--- config.mk ---
export PLATFORM = sky130hd
export DESIGN_NAME = pap_page_protect
export DESIGN_NICKNAME = d
export VERILOG_FILES = /design/src/pap_pkg.sv /design/src/pap_page_protect.sv
export SDC_FILE = /design/constraint.sdc
export NUM_CORES = 1
export LEC_CHECK = 0
export BUFFER_PORTS_ARGS = -buffer_cell sky130_fd_sc_hd__buf_4
export CORE_ASPECT_RATIO = 1.1
export CORE_MARGIN = 8
export CORE_UTILIZATION = 35
export DETAILED_ROUTE_END_ITERATION = 7
export PLACE_DENSITY = 0.57
export SYNTH_ARGS = -nofsm -noshare
export SYNTH_HDL_FRONTEND = slang
export SYNTH_SLANG_ARGS = --single-unit
--- constraint.sdc ---
create_clock -name i_clock -period 3.3 [get_ports i_clock]
set_clock_uncertainty 0.15 [all_clocks]
set_input_delay 0.165 -clock i_clock [delete_from_list [all_inputs] [get_ports i_clock]]
set_output_delay 0.165 -clock i_clock [all_outputs]
set_load 0.05 [all_outputs]
--- src/pap_pkg.sv ---
// package: register map, field layout and carriers for page access protection
package pap_pkg;

    // register byte offsets on the apb bus
    localparam logic [7:0] FAULT_ADDR_OFS   = 8'h00;
    localparam logic [7:0] FAULT_STATUS_OFS = 8'h04;
    localparam logic [7:0] FAULT_CMD_OFS    = 8'h08;
    localparam logic [7:0] PAGE_ATTR_OFS    = 8'h0C;
    localparam logic [7:0] IRQ_STATUS_OFS   = 8'h10;
    localparam logic [7:0] IRQ_ENABLE_OFS   = 8'h14;
    localparam logic [7:0] IRQ_CLEAR_OFS    = 8'h18;

    // page attribute field positions
    localparam int ATTR_AID_LSB   = 10;
    localparam int ATTR_AID_MSB   = 15;
    localparam int ATTR_EXT_BIT   = 9;
    localparam int ATTR_SR_BIT    = 5;
    localparam int ATTR_SW_BIT    = 4;
    localparam int ATTR_SX_BIT    = 3;
    localparam int ATTR_UR_BIT    = 2;
    localparam int ATTR_UW_BIT    = 1;
    localparam int ATTR_UX_BIT    = 0;
    localparam int NUM_AID        = 6;
    localparam logic [3:0] OUTSIDE_ID_MIN = 4'h6;

    // writable bits and reset value of the page attribute register
    localparam logic [31:0] ATTR_WMASK = 32'h0000FEFF;
    localparam logic [31:0] ATTR_RESET = 32'h0000FEF6;

    // fault status field positions
    localparam int FSTAT_ID_LSB = 9;
    localparam int FSTAT_ID_MSB = 12;
    localparam int FCMD_CLR_BIT = 0;

    // interrupt status bits
    localparam int IRQ_FAULT_BIT = 0;
    localparam int IRQ_OVER_BIT  = 1;
    localparam int IRQ_W         = 2;

    localparam logic [31:0] FAULT_ADDR_RESET = 32'h00000000;
    localparam logic [31:0] SLVERR_RDATA     = 32'h00000000;

    // access kind carried by a request
    typedef enum logic [1:0] {
        PAP_ACC_READ,
        PAP_ACC_WRITE,
        PAP_ACC_EXEC
    } pap_acc_t;

    // request presented for checking
    typedef struct packed {
        logic        valid;
        logic [31:0] addr;
        logic [3:0]  priv_id;
        logic        supervisor;
        pap_acc_t    kind;
    } pap_req_t;

    // apb slave outputs
    typedef struct packed {
        logic [31:0] prdata;
        logic        pready;
        logic        pslverr;
    } pap_apb_rsp_t;

    // whole module state
    typedef struct packed {
        logic [31:0]        attr;
        logic [31:0]        fault_addr;
        logic [3:0]         fault_id;
        logic [5:0]         fault_flags;
        logic [IRQ_W-1:0]   irq_status;
        logic [IRQ_W-1:0]   irq_enable;
        logic               irq;
        logic               granted;
        logic               denied;
        pap_apb_rsp_t       apb;
    } pap_state_t;

endpackage

--- src/pap_page_protect.sv ---
// page access protection checker with apb register file
// Functional notes
// (RULE1) clear bit one clears fault address, status
// (RULE2) clear bit zero leaves fault state alone
// (RULE3) allowed-id bit zero refuses that id
// (RULE4) outside bit governs ids six and up
// (RULE5) software writes ones to bits 7-6
// (RULE6) bit 5 gates supervisor reads
// (RULE7) bit 4 gates supervisor writes
// (RULE8) bit 3 gates supervisor execute
// (RULE9) bit 2 gates user reads
// (RULE10) bit 1 gates user writes
// (RULE11) bit 0 gates user execute
// (RULE12) violation captures full fault address
// (RULE13) violation records privilege id in status
// (RULE14) one status flag per violation type
// (RULE15) requests carry id, level and kind
`timescale 1ns/100ps
`default_nettype none

module pap_page_protect
(
    input  wire logic                 i_clock,
    input  wire logic                 i_rst_n,
    input  wire logic                 i_psel,
    input  wire logic                 i_penable,
    input  wire logic                 i_pwrite,
    input  wire logic [7:0]           i_paddr,
    input  wire logic [31:0]          i_pwdata,
    output var  logic [31:0]          o_prdata,
    output var  logic                 o_pready,
    output var  logic                 o_pslverr,
    input  wire pap_pkg::pap_req_t    i_req,
    output var  logic                 o_granted,
    output var  logic                 o_denied,
    output var  logic                 o_irq
);

    // ----------------------------------------------------------------
    // decode helpers
    // ----------------------------------------------------------------

    // permission bit that applies to one level and kind
    function automatic logic perm_of(input logic [31:0] attr,
                                     input logic supervisor,
                                     input pap_pkg::pap_acc_t kind);
        logic p;
        p = 1'b0;
        case (kind)
            pap_pkg::PAP_ACC_READ:  p = supervisor ? attr[pap_pkg::ATTR_SR_BIT]
                                                   : attr[pap_pkg::ATTR_UR_BIT];
            pap_pkg::PAP_ACC_WRITE: p = supervisor ? attr[pap_pkg::ATTR_SW_BIT]
                                                   : attr[pap_pkg::ATTR_UW_BIT];
            pap_pkg::PAP_ACC_EXEC:  p = supervisor ? attr[pap_pkg::ATTR_SX_BIT]
                                                   : attr[pap_pkg::ATTR_UX_BIT];
            default:                p = 1'b0;
        endcase
        return p;
    endfunction

    // one-hot fault flag for a level and kind, bit 5 supervisor read down to user exec
    function automatic logic [5:0] flag_of(input logic supervisor,
                                           input pap_pkg::pap_acc_t kind);
        logic [5:0] f;
        f = 6'h00;
        case (kind)
            pap_pkg::PAP_ACC_READ:  f = supervisor ? 6'h20 : 6'h04;
            pap_pkg::PAP_ACC_WRITE: f = supervisor ? 6'h10 : 6'h02;
            pap_pkg::PAP_ACC_EXEC:  f = supervisor ? 6'h08 : 6'h01;
            default:                f = 6'h00;
        endcase
        return f;
    endfunction

    // ----------------------------------------------------------------
    // id admission
    // ----------------------------------------------------------------

    localparam int IRQ_W_L = pap_pkg::IRQ_W;

    pap_pkg::pap_state_t         r_reg;
    pap_pkg::pap_state_t         r_next;
    logic [pap_pkg::NUM_AID-1:0] id_hit;
    logic                        id_ok;
    logic                        perm_ok;
    logic                        violation;

    // one decoder per allowed-id bit
    // (RULE3) per-id admission
    genvar g;
    generate
        for (g = 0; g < pap_pkg::NUM_AID; g++)
        begin : g_aid
            assign id_hit[g] = (i_req.priv_id == 4'(g))
                               && r_reg.attr[pap_pkg::ATTR_AID_LSB + g];
        end
    endgenerate

    // (RULE4) outside ids use one bit
    assign id_ok = (i_req.priv_id >= pap_pkg::OUTSIDE_ID_MIN)
                   ? r_reg.attr[pap_pkg::ATTR_EXT_BIT]
                   : (|id_hit);

    // (RULE6) (RULE7) (RULE8) (RULE9) (RULE10) (RULE11) permission pick
    assign perm_ok = perm_of(r_reg.attr, i_req.supervisor, i_req.kind);

    // (RULE15) request fields drive the check
    assign violation = i_req.valid && !(id_ok && perm_ok);

    // ----------------------------------------------------------------
    // state update
    // ----------------------------------------------------------------

    logic apb_access;
    logic apb_wr;
    logic apb_rd;
    logic addr_hit;
    logic clr_cmd;

    assign apb_access = i_psel && i_penable;
    // writes commit only at the edge that completes the transfer
    assign apb_wr     = apb_access && i_pwrite && r_reg.apb.pready;
    assign apb_rd     = apb_access && !i_pwrite;
    assign addr_hit   = (i_paddr == pap_pkg::FAULT_ADDR_OFS)
                        || (i_paddr == pap_pkg::FAULT_STATUS_OFS)
                        || (i_paddr == pap_pkg::FAULT_CMD_OFS)
                        || (i_paddr == pap_pkg::PAGE_ATTR_OFS)
                        || (i_paddr == pap_pkg::IRQ_STATUS_OFS)
                        || (i_paddr == pap_pkg::IRQ_ENABLE_OFS)
                        || (i_paddr == pap_pkg::IRQ_CLEAR_OFS);
    // (RULE1) (RULE2) only a written one clears
    assign clr_cmd    = apb_wr && (i_paddr == pap_pkg::FAULT_CMD_OFS)
                        && i_pwdata[pap_pkg::FCMD_CLR_BIT];

    // next-state logic for registers, fault capture and bus answer
    always_comb
    begin
        logic [IRQ_W_L-1:0] ev;
        ev     = '0;
        r_next = r_reg;

        // attribute write keeps read-only bits at their fixed values
        if (apb_wr && (i_paddr == pap_pkg::PAGE_ATTR_OFS))
        begin
            r_next.attr = (i_pwdata & pap_pkg::ATTR_WMASK)
                          | (pap_pkg::ATTR_RESET & ~pap_pkg::ATTR_WMASK);
        end
        if (apb_wr && (i_paddr == pap_pkg::IRQ_ENABLE_OFS))
        begin
            r_next.irq_enable = i_pwdata[IRQ_W_L-1:0];
        end

        // (RULE1) clear fault address and status
        if (clr_cmd)
        begin
            r_next.fault_addr  = pap_pkg::FAULT_ADDR_RESET;
            r_next.fault_id    = 4'h0;
            r_next.fault_flags = 6'h00;
        end

        // (RULE12) (RULE13) (RULE14) capture, set wins over clear
        if (violation)
        begin
            if ((r_reg.fault_flags == 6'h00) || clr_cmd)
            begin
                r_next.fault_addr  = i_req.addr;
                r_next.fault_id    = i_req.priv_id;
                r_next.fault_flags = flag_of(i_req.supervisor, i_req.kind);
                ev[pap_pkg::IRQ_FAULT_BIT] = 1'b1;
            end
            else
            begin
                r_next.fault_flags = r_reg.fault_flags
                                     | flag_of(i_req.supervisor, i_req.kind);
                ev[pap_pkg::IRQ_OVER_BIT] = 1'b1;
            end
        end

        // sticky interrupt status, event set wins over write-one clear
        if (apb_wr && (i_paddr == pap_pkg::IRQ_CLEAR_OFS))
        begin
            r_next.irq_status = r_reg.irq_status & ~i_pwdata[IRQ_W_L-1:0];
        end
        r_next.irq_status = r_next.irq_status | ev;
        r_next.irq        = |(r_next.irq_status & r_next.irq_enable);

        r_next.granted = i_req.valid && !violation;
        r_next.denied  = violation;

        // apb answer, ready in the access cycle's next edge
        r_next.apb.pready  = apb_access && !r_reg.apb.pready;
        r_next.apb.pslverr = apb_access && !r_reg.apb.pready && !addr_hit;
        r_next.apb.prdata  = pap_pkg::SLVERR_RDATA;
        if (apb_rd && !r_reg.apb.pready)
        begin
            case (i_paddr)
                pap_pkg::FAULT_ADDR_OFS:   r_next.apb.prdata = r_reg.fault_addr;
                pap_pkg::FAULT_STATUS_OFS: r_next.apb.prdata =
                    {19'h00000, r_reg.fault_id, 3'h0, r_reg.fault_flags};
                pap_pkg::PAGE_ATTR_OFS:    r_next.apb.prdata = r_reg.attr;
                pap_pkg::IRQ_STATUS_OFS:   r_next.apb.prdata =
                    {30'h00000000, r_reg.irq_status};
                pap_pkg::IRQ_ENABLE_OFS:   r_next.apb.prdata =
                    {30'h00000000, r_reg.irq_enable};
                default:                   r_next.apb.prdata = pap_pkg::SLVERR_RDATA;
            endcase
        end
    end

    // state register
    always_ff @(posedge i_clock or negedge i_rst_n)
    begin
        if (!i_rst_n)
        begin
            r_reg            <= '0;
            r_reg.attr       <= pap_pkg::ATTR_RESET;
            r_reg.fault_addr <= pap_pkg::FAULT_ADDR_RESET;
        end
        else
        begin
            r_reg <= r_next;
        end
    end

    // outputs straight from flip-flops
    assign o_prdata  = r_reg.apb.prdata;
    assign o_pready  = r_reg.apb.pready;
    assign o_pslverr = r_reg.apb.pslverr;
    assign o_granted = r_reg.granted;
    assign o_denied  = r_reg.denied;
    assign o_irq     = r_reg.irq;

    // ----------------------------------------------------------------
    // assertions
    // ----------------------------------------------------------------

    // (RULE1) clear empties status
    property p_clear_empties;
        @(posedge i_clock) disable iff (!i_rst_n)
        (clr_cmd && !violation) |=> (r_reg.fault_flags == 6'h00)
                                    && (r_reg.fault_addr == 32'h00000000);
    endproperty
    a_clear_empties: assert property (p_clear_empties) // RULE1
        else $error("fault clear did not empty fault state");

    // (RULE2) zero write keeps state
    property p_zero_keeps;
        @(posedge i_clock) disable iff (!i_rst_n)
        (apb_wr && (i_paddr == pap_pkg::FAULT_CMD_OFS) && !i_pwdata[0] && !violation)
        |=> $stable(r_reg.fault_addr) && $stable(r_reg.fault_flags);
    endproperty
    a_zero_keeps: assert property (p_zero_keeps) // RULE2
        else $error("zero write to clear bit changed fault state");

    // (RULE3) disallowed id refused
    property p_id_refused;
        @(posedge i_clock) disable iff (!i_rst_n)
        (i_req.valid && (i_req.priv_id < 4'h6)
         && !r_reg.attr[pap_pkg::ATTR_AID_LSB + 32'(i_req.priv_id)]) |=> o_denied;
    endproperty
    a_id_refused: assert property (p_id_refused) // RULE3
        else $error("request with disallowed id was not refused");

    // (RULE4) outside ids refused
    property p_ext_refused;
        @(posedge i_clock) disable iff (!i_rst_n)
        (i_req.valid && (i_req.priv_id >= 4'h6) && !r_reg.attr[9]) |=> o_denied;
    endproperty
    a_ext_refused: assert property (p_ext_refused) // RULE4
        else $error("outside id was not refused");

    // (RULE6) supervisor read gate
    property p_sup_read;
        @(posedge i_clock) disable iff (!i_rst_n)
        (i_req.valid && i_req.supervisor && (i_req.kind == pap_pkg::PAP_ACC_READ)
         && !r_reg.attr[5]) |=> o_denied && !o_granted;
    endproperty
    a_sup_read: assert property (p_sup_read) // RULE6
        else $error("supervisor read passed without permission");

    // (RULE10) user write gate
    property p_user_write;
        @(posedge i_clock) disable iff (!i_rst_n)
        (i_req.valid && !i_req.supervisor && (i_req.kind == pap_pkg::PAP_ACC_WRITE)
         && !r_reg.attr[1]) |=> o_denied;
    endproperty
    a_user_write: assert property (p_user_write) // RULE10
        else $error("user write passed without permission");

    // (RULE12) address captured on first fault
    property p_addr_capture;
        @(posedge i_clock) disable iff (!i_rst_n)
        (violation && (r_reg.fault_flags == 6'h00)) |=> (r_reg.fault_addr == $past(i_req.addr));
    endproperty
    a_addr_capture: assert property (p_addr_capture) // RULE12
        else $error("fault address not captured");

    // (RULE13) id recorded
    property p_id_capture;
        @(posedge i_clock) disable iff (!i_rst_n)
        (violation && (r_reg.fault_flags == 6'h00)) |=> (r_reg.fault_id == $past(i_req.priv_id));
    endproperty
    a_id_capture: assert property (p_id_capture) // RULE13
        else $error("faulting id not recorded");

    // (RULE14) a violation leaves a fault flag and an interrupt status bit set
    property p_flag_set;
        @(posedge i_clock) disable iff (!i_rst_n)
        violation |=> (r_reg.fault_flags != 6'h00)
                      && (r_reg.irq_status != 2'b00);
    endproperty
    a_flag_set: assert property (p_flag_set) // RULE14
        else $error("violation left no status flag");

    // (RULE7) supervisor write gate
    property p_sup_write;
        @(posedge i_clock) disable iff (!i_rst_n)
        (i_req.valid && i_req.supervisor && (i_req.kind == pap_pkg::PAP_ACC_WRITE)
         && !r_reg.attr[4]) |=> o_denied && !o_granted;
    endproperty
    a_sup_write: assert property (p_sup_write) // RULE7
        else $error("supervisor write passed without permission");

    // (RULE8) supervisor execute gate
    property p_sup_exec;
        @(posedge i_clock) disable iff (!i_rst_n)
        (i_req.valid && i_req.supervisor && (i_req.kind == pap_pkg::PAP_ACC_EXEC)
         && !r_reg.attr[3]) |=> o_denied && !o_granted;
    endproperty
    a_sup_exec: assert property (p_sup_exec) // RULE8
        else $error("supervisor execute passed without permission");

    // (RULE9) user read gate
    property p_user_read;
        @(posedge i_clock) disable iff (!i_rst_n)
        (i_req.valid && !i_req.supervisor && (i_req.kind == pap_pkg::PAP_ACC_READ)
         && !r_reg.attr[2]) |=> o_denied && !o_granted;
    endproperty
    a_user_read: assert property (p_user_read) // RULE9
        else $error("user read passed without permission");

    // (RULE11) user execute gate
    property p_user_exec;
        @(posedge i_clock) disable iff (!i_rst_n)
        (i_req.valid && !i_req.supervisor && (i_req.kind == pap_pkg::PAP_ACC_EXEC)
         && !r_reg.attr[0]) |=> o_denied && !o_granted;
    endproperty
    a_user_exec: assert property (p_user_exec) // RULE11
        else $error("user execute passed without permission");

endmodule

`default_nettype wire

==> results of run 1 <==
-- report_power, final --
| group | switching [mW] | total, mW | leakage (nW) | internal (mW) |
|---|---|---|---|---|
| Sequential | 0.0811 | 1.42 | 1.23 | 1.34 |
| Clock | 0.474 | 0.991 | 0.128 | 0.516 |
| Combinational | 0.138 | 0.368 | 1.45 | 0.229 |
-- worst reg2reg max path: stages, from the launching register on --
cell      delay [ns]
dfrtp_1         0.40
or4_1           0.58
nor3_4          0.19
o21bai_4        0.19
and3_1          0.18
buf_4           0.39
a22o_1          0.26
-- cells in the mapped netlist, types with 2 or more instances --
| master | count |
|---|---|
| a22o_1 | 32 |
| nand3b_1 | 3 |
| mux2i_1 | 5 |
| nor3_1 | 3 |
| nor3b_1 | 2 |
| nand3_1 | 3 |
| o21ai_0 | 7 |
| nand4_1 | 3 |
| a221oi_1 | 3 |
| inv_1 | 5 |
| buf_8 | 3 |
| nor2_1 | 20 |
| nor3_4 | 2 |
| and3b_2 | 2 |
| or2_2 | 2 |
| and4bb_1 | 2 |
| buf_4 | 34 |
| mux2_2 | 27 |
| clkbuf_2 | 2 |
| nand2b_1 | 2 |
| dfstp_2 | 13 |
| and2_1 | 18 |
| a22o_2 | 6 |
| buf_2 | 2 |
| a22oi_1 | 13 |
| o22ai_1 | 2 |
| buf_6 | 4 |
| nand2_1 | 5 |
| dfrtp_1 | 85 |
| clkbuf_1 | 6 |
-- cells by family (layout without fill, tap and decap cells) --
logic type      after synthesis  after routing  share of synthesized area (%)
compound gates               74             74                           14.4
mux                          33             33                           8.62
flops                        98             98                           56.5
other cells                   0              1                              0
simple gates                 78             78                           11.1
buf+inv                      56            194                           9.31
-- timing repair --
| action | CTS | global route |
|---|---|---|
| hold endpoints to repair | 114 | 0 |
| setup buffers | 0 | 0 |
| hold buffers | 62 | 0 |
-- metal layers --
layer | up-vias | part of all wire, % | GRT usage (%)
li1 | 1459 | - | -
met1 | 1593 | 44 | 18.1
met2 | 87 | 48 | 23.1
met3 | 21 | 4.8 | 3.22
met4 | 0 | 2.5 | 6.51
met5 | - | 0 | 0
-- final cells by class --
cell class	count	area, um2	area share, %
Sequential cell	98	2470	41.7
Antenna cell	1	2.50	0.0423
Multi-Input combinational cell	185	1490	25.3
Timing Repair Buffer	173	1450	24.6
Clock inverter	7	53.8	0.910
Inverter	5	18.8	0.317
Tap cell	157	196	3.32
Clock buffer	9	225	3.81
-- final timing paths --
path,start,depth (start not counted),slack (ns),to
setup / recovery,i_paddr[5],8,0.70,r_reg[86]
hold / removal,i_psel,3,0.05,o_pready
setup reg to reg,r_reg[43],6,0.89,r_reg[71]
hold reg to reg,r_reg[77],1,0.33,o_prdata[26]
max in group asynchronous,i_rst_n,3,1.85,r_reg[97]
min in group asynchronous,i_rst_n,2,0.33,r_reg[56]
-- stage by stage --
step / total power [mW] / setup WS (ns) / instances / instance area (um2) / utilization, %
after floorplan: 1.59 / 1.21 / 339 / 4370 / -
after global placement: 1.74 / 0.851 / 556 / 5010 / 40.5
after detailed placement: 1.75 / 0.845 / 556 / 5010 / 40.5
after CTS: 2.81 / 0.713 / 634 / 5910 / 47.8
after global routing: 2.92 / 0.553 / 635 / 5910 / 47.8
final: 2.78 / 0.702 / 635 / 5910 / 47.8
==> results.cfg, run 1 <==
[clock_network]
root_buffer = clkbuf_16
numCtsBuffers = 9
cts_max_level = 3
numClockSinks = 98
cts_tree = done
clockBufferDepth = 2
path_clk_slew_ns = 0.07
clock_latency_ns = 0.34
ctsResizeCount = 0

[logic_synthesis]
synth_edf_count = 0
synth_top_cell_area_share_pct = 48.7
synth-async-reset-ratio_pct = 100
yosys_warnings = 0
synth.distinct_cells = 53
synth_nets = 424
avgSynthCellArea_um2 = 12.9
ys_seq_area_share_pct = 56.5
synth_top_area_cell = dfrtp_1
netlist_area_um2 = 4370
synth_seq_cells = 98
synth_ff_type = dfrtp_1
synthTopCellsByArea = dfrtp_1 (49%), dfstp_2 (7.8%), mux2_2 (7.0%)
syn_inst = 339

[setup_path]
cp-end-kind = flop
cpPeakStageDelay_ns = 0.55
crit_chain = dlygate4sd3_1 > buf_4 > nor3_4 > nand3b_2 > nor2_2 > and2_0 > buf_4 > mux2_2
crit_required_ns = 3.38
cp_max_fo = 10
critPathKind = in2reg
worst-path-buf-inv = 3
crit_path_top_delay_cell = dlygate4sd3_1
start_kind = primary input
crit_arrival_ns = 2.68
path_common_cell = buf_4
cpLargestDelayFamily = simple AND/OR/NAND/NOR gates

[outcome]
status = finished, final reports clean

[timing]
rsz0062_at_grt = no
worst_pin_slew_ns = 0.874
hold_viol_final = 0
worst_hold_slack_ns = 0.0469
max_slew_margin_pct = 41.7
setup_viol = 0
finalCriticalPeriod_ns = 2.60
finalMaxSlewViolations = 0
finalCritPeriodShare_pct = 78.7
setup_tns_ns = 0
fmax_mhz = 385

[drt]
ant_nets = 0
post_drt_via_cell_ratio = 4.98
drc = 0
first_pass_iters = 4
routed_wl_um = 11300
wl_per_cell_um = 17.8
drt-initial-drc-count = 155
vias = 3160

[grt]
grt_usage_pct = 14.4
grt_pass1_wl_um = 18600
overflow = 0
grt_max_degree = 69
antenna_found_initial = 1
first_global_vias = 3645

[layout]
drive_above_1_share_pct = 39.2
largest_reg_flops = 61
nNetsFinal = 557
syn_to_final_growth_pct = 35.3
nFillCells = 1119
layout_commonest_cell = buf_4
layout_common_cells = buf_4 (111), dfrtp_1 (85), dlygate4sd3_1 (62), a22o_1 (32), mux2_2 (27)

[placement]
dp_hpwl_um = 7620
io_buffers = 104
place_congestion = 0.793

[run]
maxCapViolations = 0

[floorplanning]
die_w_um = 123
core_area_um2 = 12400
initial_core_util_pct = 35.3
die_height_um = 133
rows = 43
die-area_um2 = 16300
io-pin-count = 122

[pwr]
p_leak_nw = 2.81
power_density_nw_per_um2 = 470
vdd_ir_drop_max_v = 0.000271

[hold_path]
min_path_type = in2reg
(Power assumes the default switching activity.)
==> run 2, diff against run 1 <==
clock period = 2.7 ns   (was 3.3 ns; I/O delays follow)
==> run 2 against run 1 <==
Hold slack better by 0.011 ns. Die area unchanged. First-iteration DRC count up 46%. Cell area up 1.1%. Setup slack worse by 0.53 ns. Register-to-register slack worse by 0.72 ns. Clock power up 33%. Combinational power up 24%. Utilization up 0.52 points. Critical path depth down 2. Sequential power up 22%. Critical endpoint is now r_reg[50]. Highest routed layer unchanged.
==> results.cfg, run 2 (synthesis results as in run 1) <==
[timing]
finalCriticalPeriod_ns = 2.53
rsz0062_at_grt = no
fmax_mhz = 395
setup_tns_ns = 0
max_slew_margin_pct = 52.8
finalCritPeriodShare_pct = 93.7
setup_viol = 0
worst_pin_slew_ns = 0.708
finalMaxSlewViolations = 0
setup_slack_ns = 0.171
worst_hold_slack_ns = 0.0583
hold_viol_final = 0

[drt]
wl_met1_um = 5270
drc = 0
first_pass_iters = 4
routed_wl_um = 11700
ant_nets = 0
vias = 3135
post_drt_via_cell_ratio = 4.92
wl_met3_um = 558
drt-initial-drc-count = 226
wl_per_cell_um = 18.3
wl_met2_um = 5610
maxUsedRoutingLayer = met4

[setup_path]
cp-end-kind = flop
critPathKind = reg2reg
reg2reg_to = r_reg[50]
crit_arrival_ns = 2.64
startpoint = r_reg[43]
timing.rr.start = r_reg[43]
reg2regPathDepth = 6
cp_max_fo = 4
crit_required_ns = 2.81
r2r_slack_ns = 0.17
cp-endpoint = r_reg[50]
start_kind = flop

[run]
maxCapViolations = 0

[floorplanning]
rows = 43
die-area_um2 = 16300
initial_core_util_pct = 35.3
die_height_um = 133
die_w_um = 123
io-pin-count = 122
core_area_um2 = 12400

[placement]
dp_hpwl_um = 7820
pre_cts_slack_ns = 0.0167
place_inst = 557
io_buffers = 104
place_congestion = 0.779

[grt]
first_global_vias = 3396
antenna_found_initial = 0
grt_pass1_wl_um = 18400
grt_usage_pct = 14.4
grt_max_degree = 39
overflow = 0

[clock_network]
clockBufferDepth = 2
cts_setup_buffers = 0
cts_max_level = 3
path_clk_slew_ns = 0.07
cts_tree = done
root_buffer = clkbuf_16
clock_latency_ns = 0.34
numCtsBuffers = 9
numClockSinks = 98

[layout]
seqCellArea_um2 = 2470
layout_commonest_cell = buf_4
largest_reg_flops = 61
layout_common_cells = buf_4 (112), dfrtp_1 (85), dlygate4sd3_1 (63), a22o_1 (32), mux2_2 (27)
nNetsFinal = 560
stdcell_count = 637
nFillCells = 1116
diodes = 0
drive_above_1_share_pct = 39.2
multiInputGateArea_um2 = 1520
syn_to_final_growth_pct = 36.8

[pwr]
finalPower_mw = 3.51
p_leak_nw = 2.84
power_density_nw_per_um2 = 587
vdd_ir_drop_max_v = 0.000275

[hold_path]
min_path_type = in2reg

[outcome]
status = finished, final reports clean
## run 2: routing by layer
metal	up-vias	GRT usage, %
met1	1573	18.5
li1	1467	-
met4	0	5.76
met2	79	23.1
met3	16	2.79
met5	-	0
## run 2: through the flow
stage	area (um2)	util, %
3_3_place_gp	5020	40.6
4_1_cts	5960	48.1
6_report	5980	48.3
5_1_grt	5980	48.3
2_1_floorplan	4370	-
3_5_place_dp	5020	40.6
## run 2: what timing repair did
action,CTS,global route
hold buffers,63,0
setup endpoints to repair,11,36
hold endpoints to repair,95,0
pin swaps,1,0
gates resized for setup,0,1
cloned,0,1
## run 2: area by class of cell
cell class | instances | area share, %
clock buffers | 12 | 4.29
clock inverters | 4 | 0.837
inverters | 5 | 0.314
multi-input cells | 186 | 25.4
flip-flops and latches | 98 | 41.3
well taps | 157 | 3.29
repair buffers | 175 | 24.6
## run 2: worst min path at each step
stage	slack (ns)	from	endpoint	cells after the start
finish	0.06	i_paddr[4]	r_reg[40]	4
global route	0.11	i_paddr[4]	r_reg[39]	4
CTS	0.06	i_paddr[4]	r_reg[40]	4
detailed placement	-0.01	i_rst_n	r_reg[54]	1
global placement	0.0008	i_rst_n	o_prdata[4]	1
floorplan	-0.31	i_rst_n	o_denied	0
## run 2: worst max-delay path: stages (launching register included)
cell and delay, ns:
dfrtp_1 0.40, or4_1 0.58, nor3_4 0.30, o21bai_4 0.22, nand3_1 0.09, dlygate4sd3_1 0.56
o2bb2ai_1 0.14
## run 2: report_power, final
part	total [mW]	switching [mW]	internal [mW]
clock	1.32	0.552	0.768
combinational	0.456	0.174	0.282
sequential	1.73	0.0964	1.64
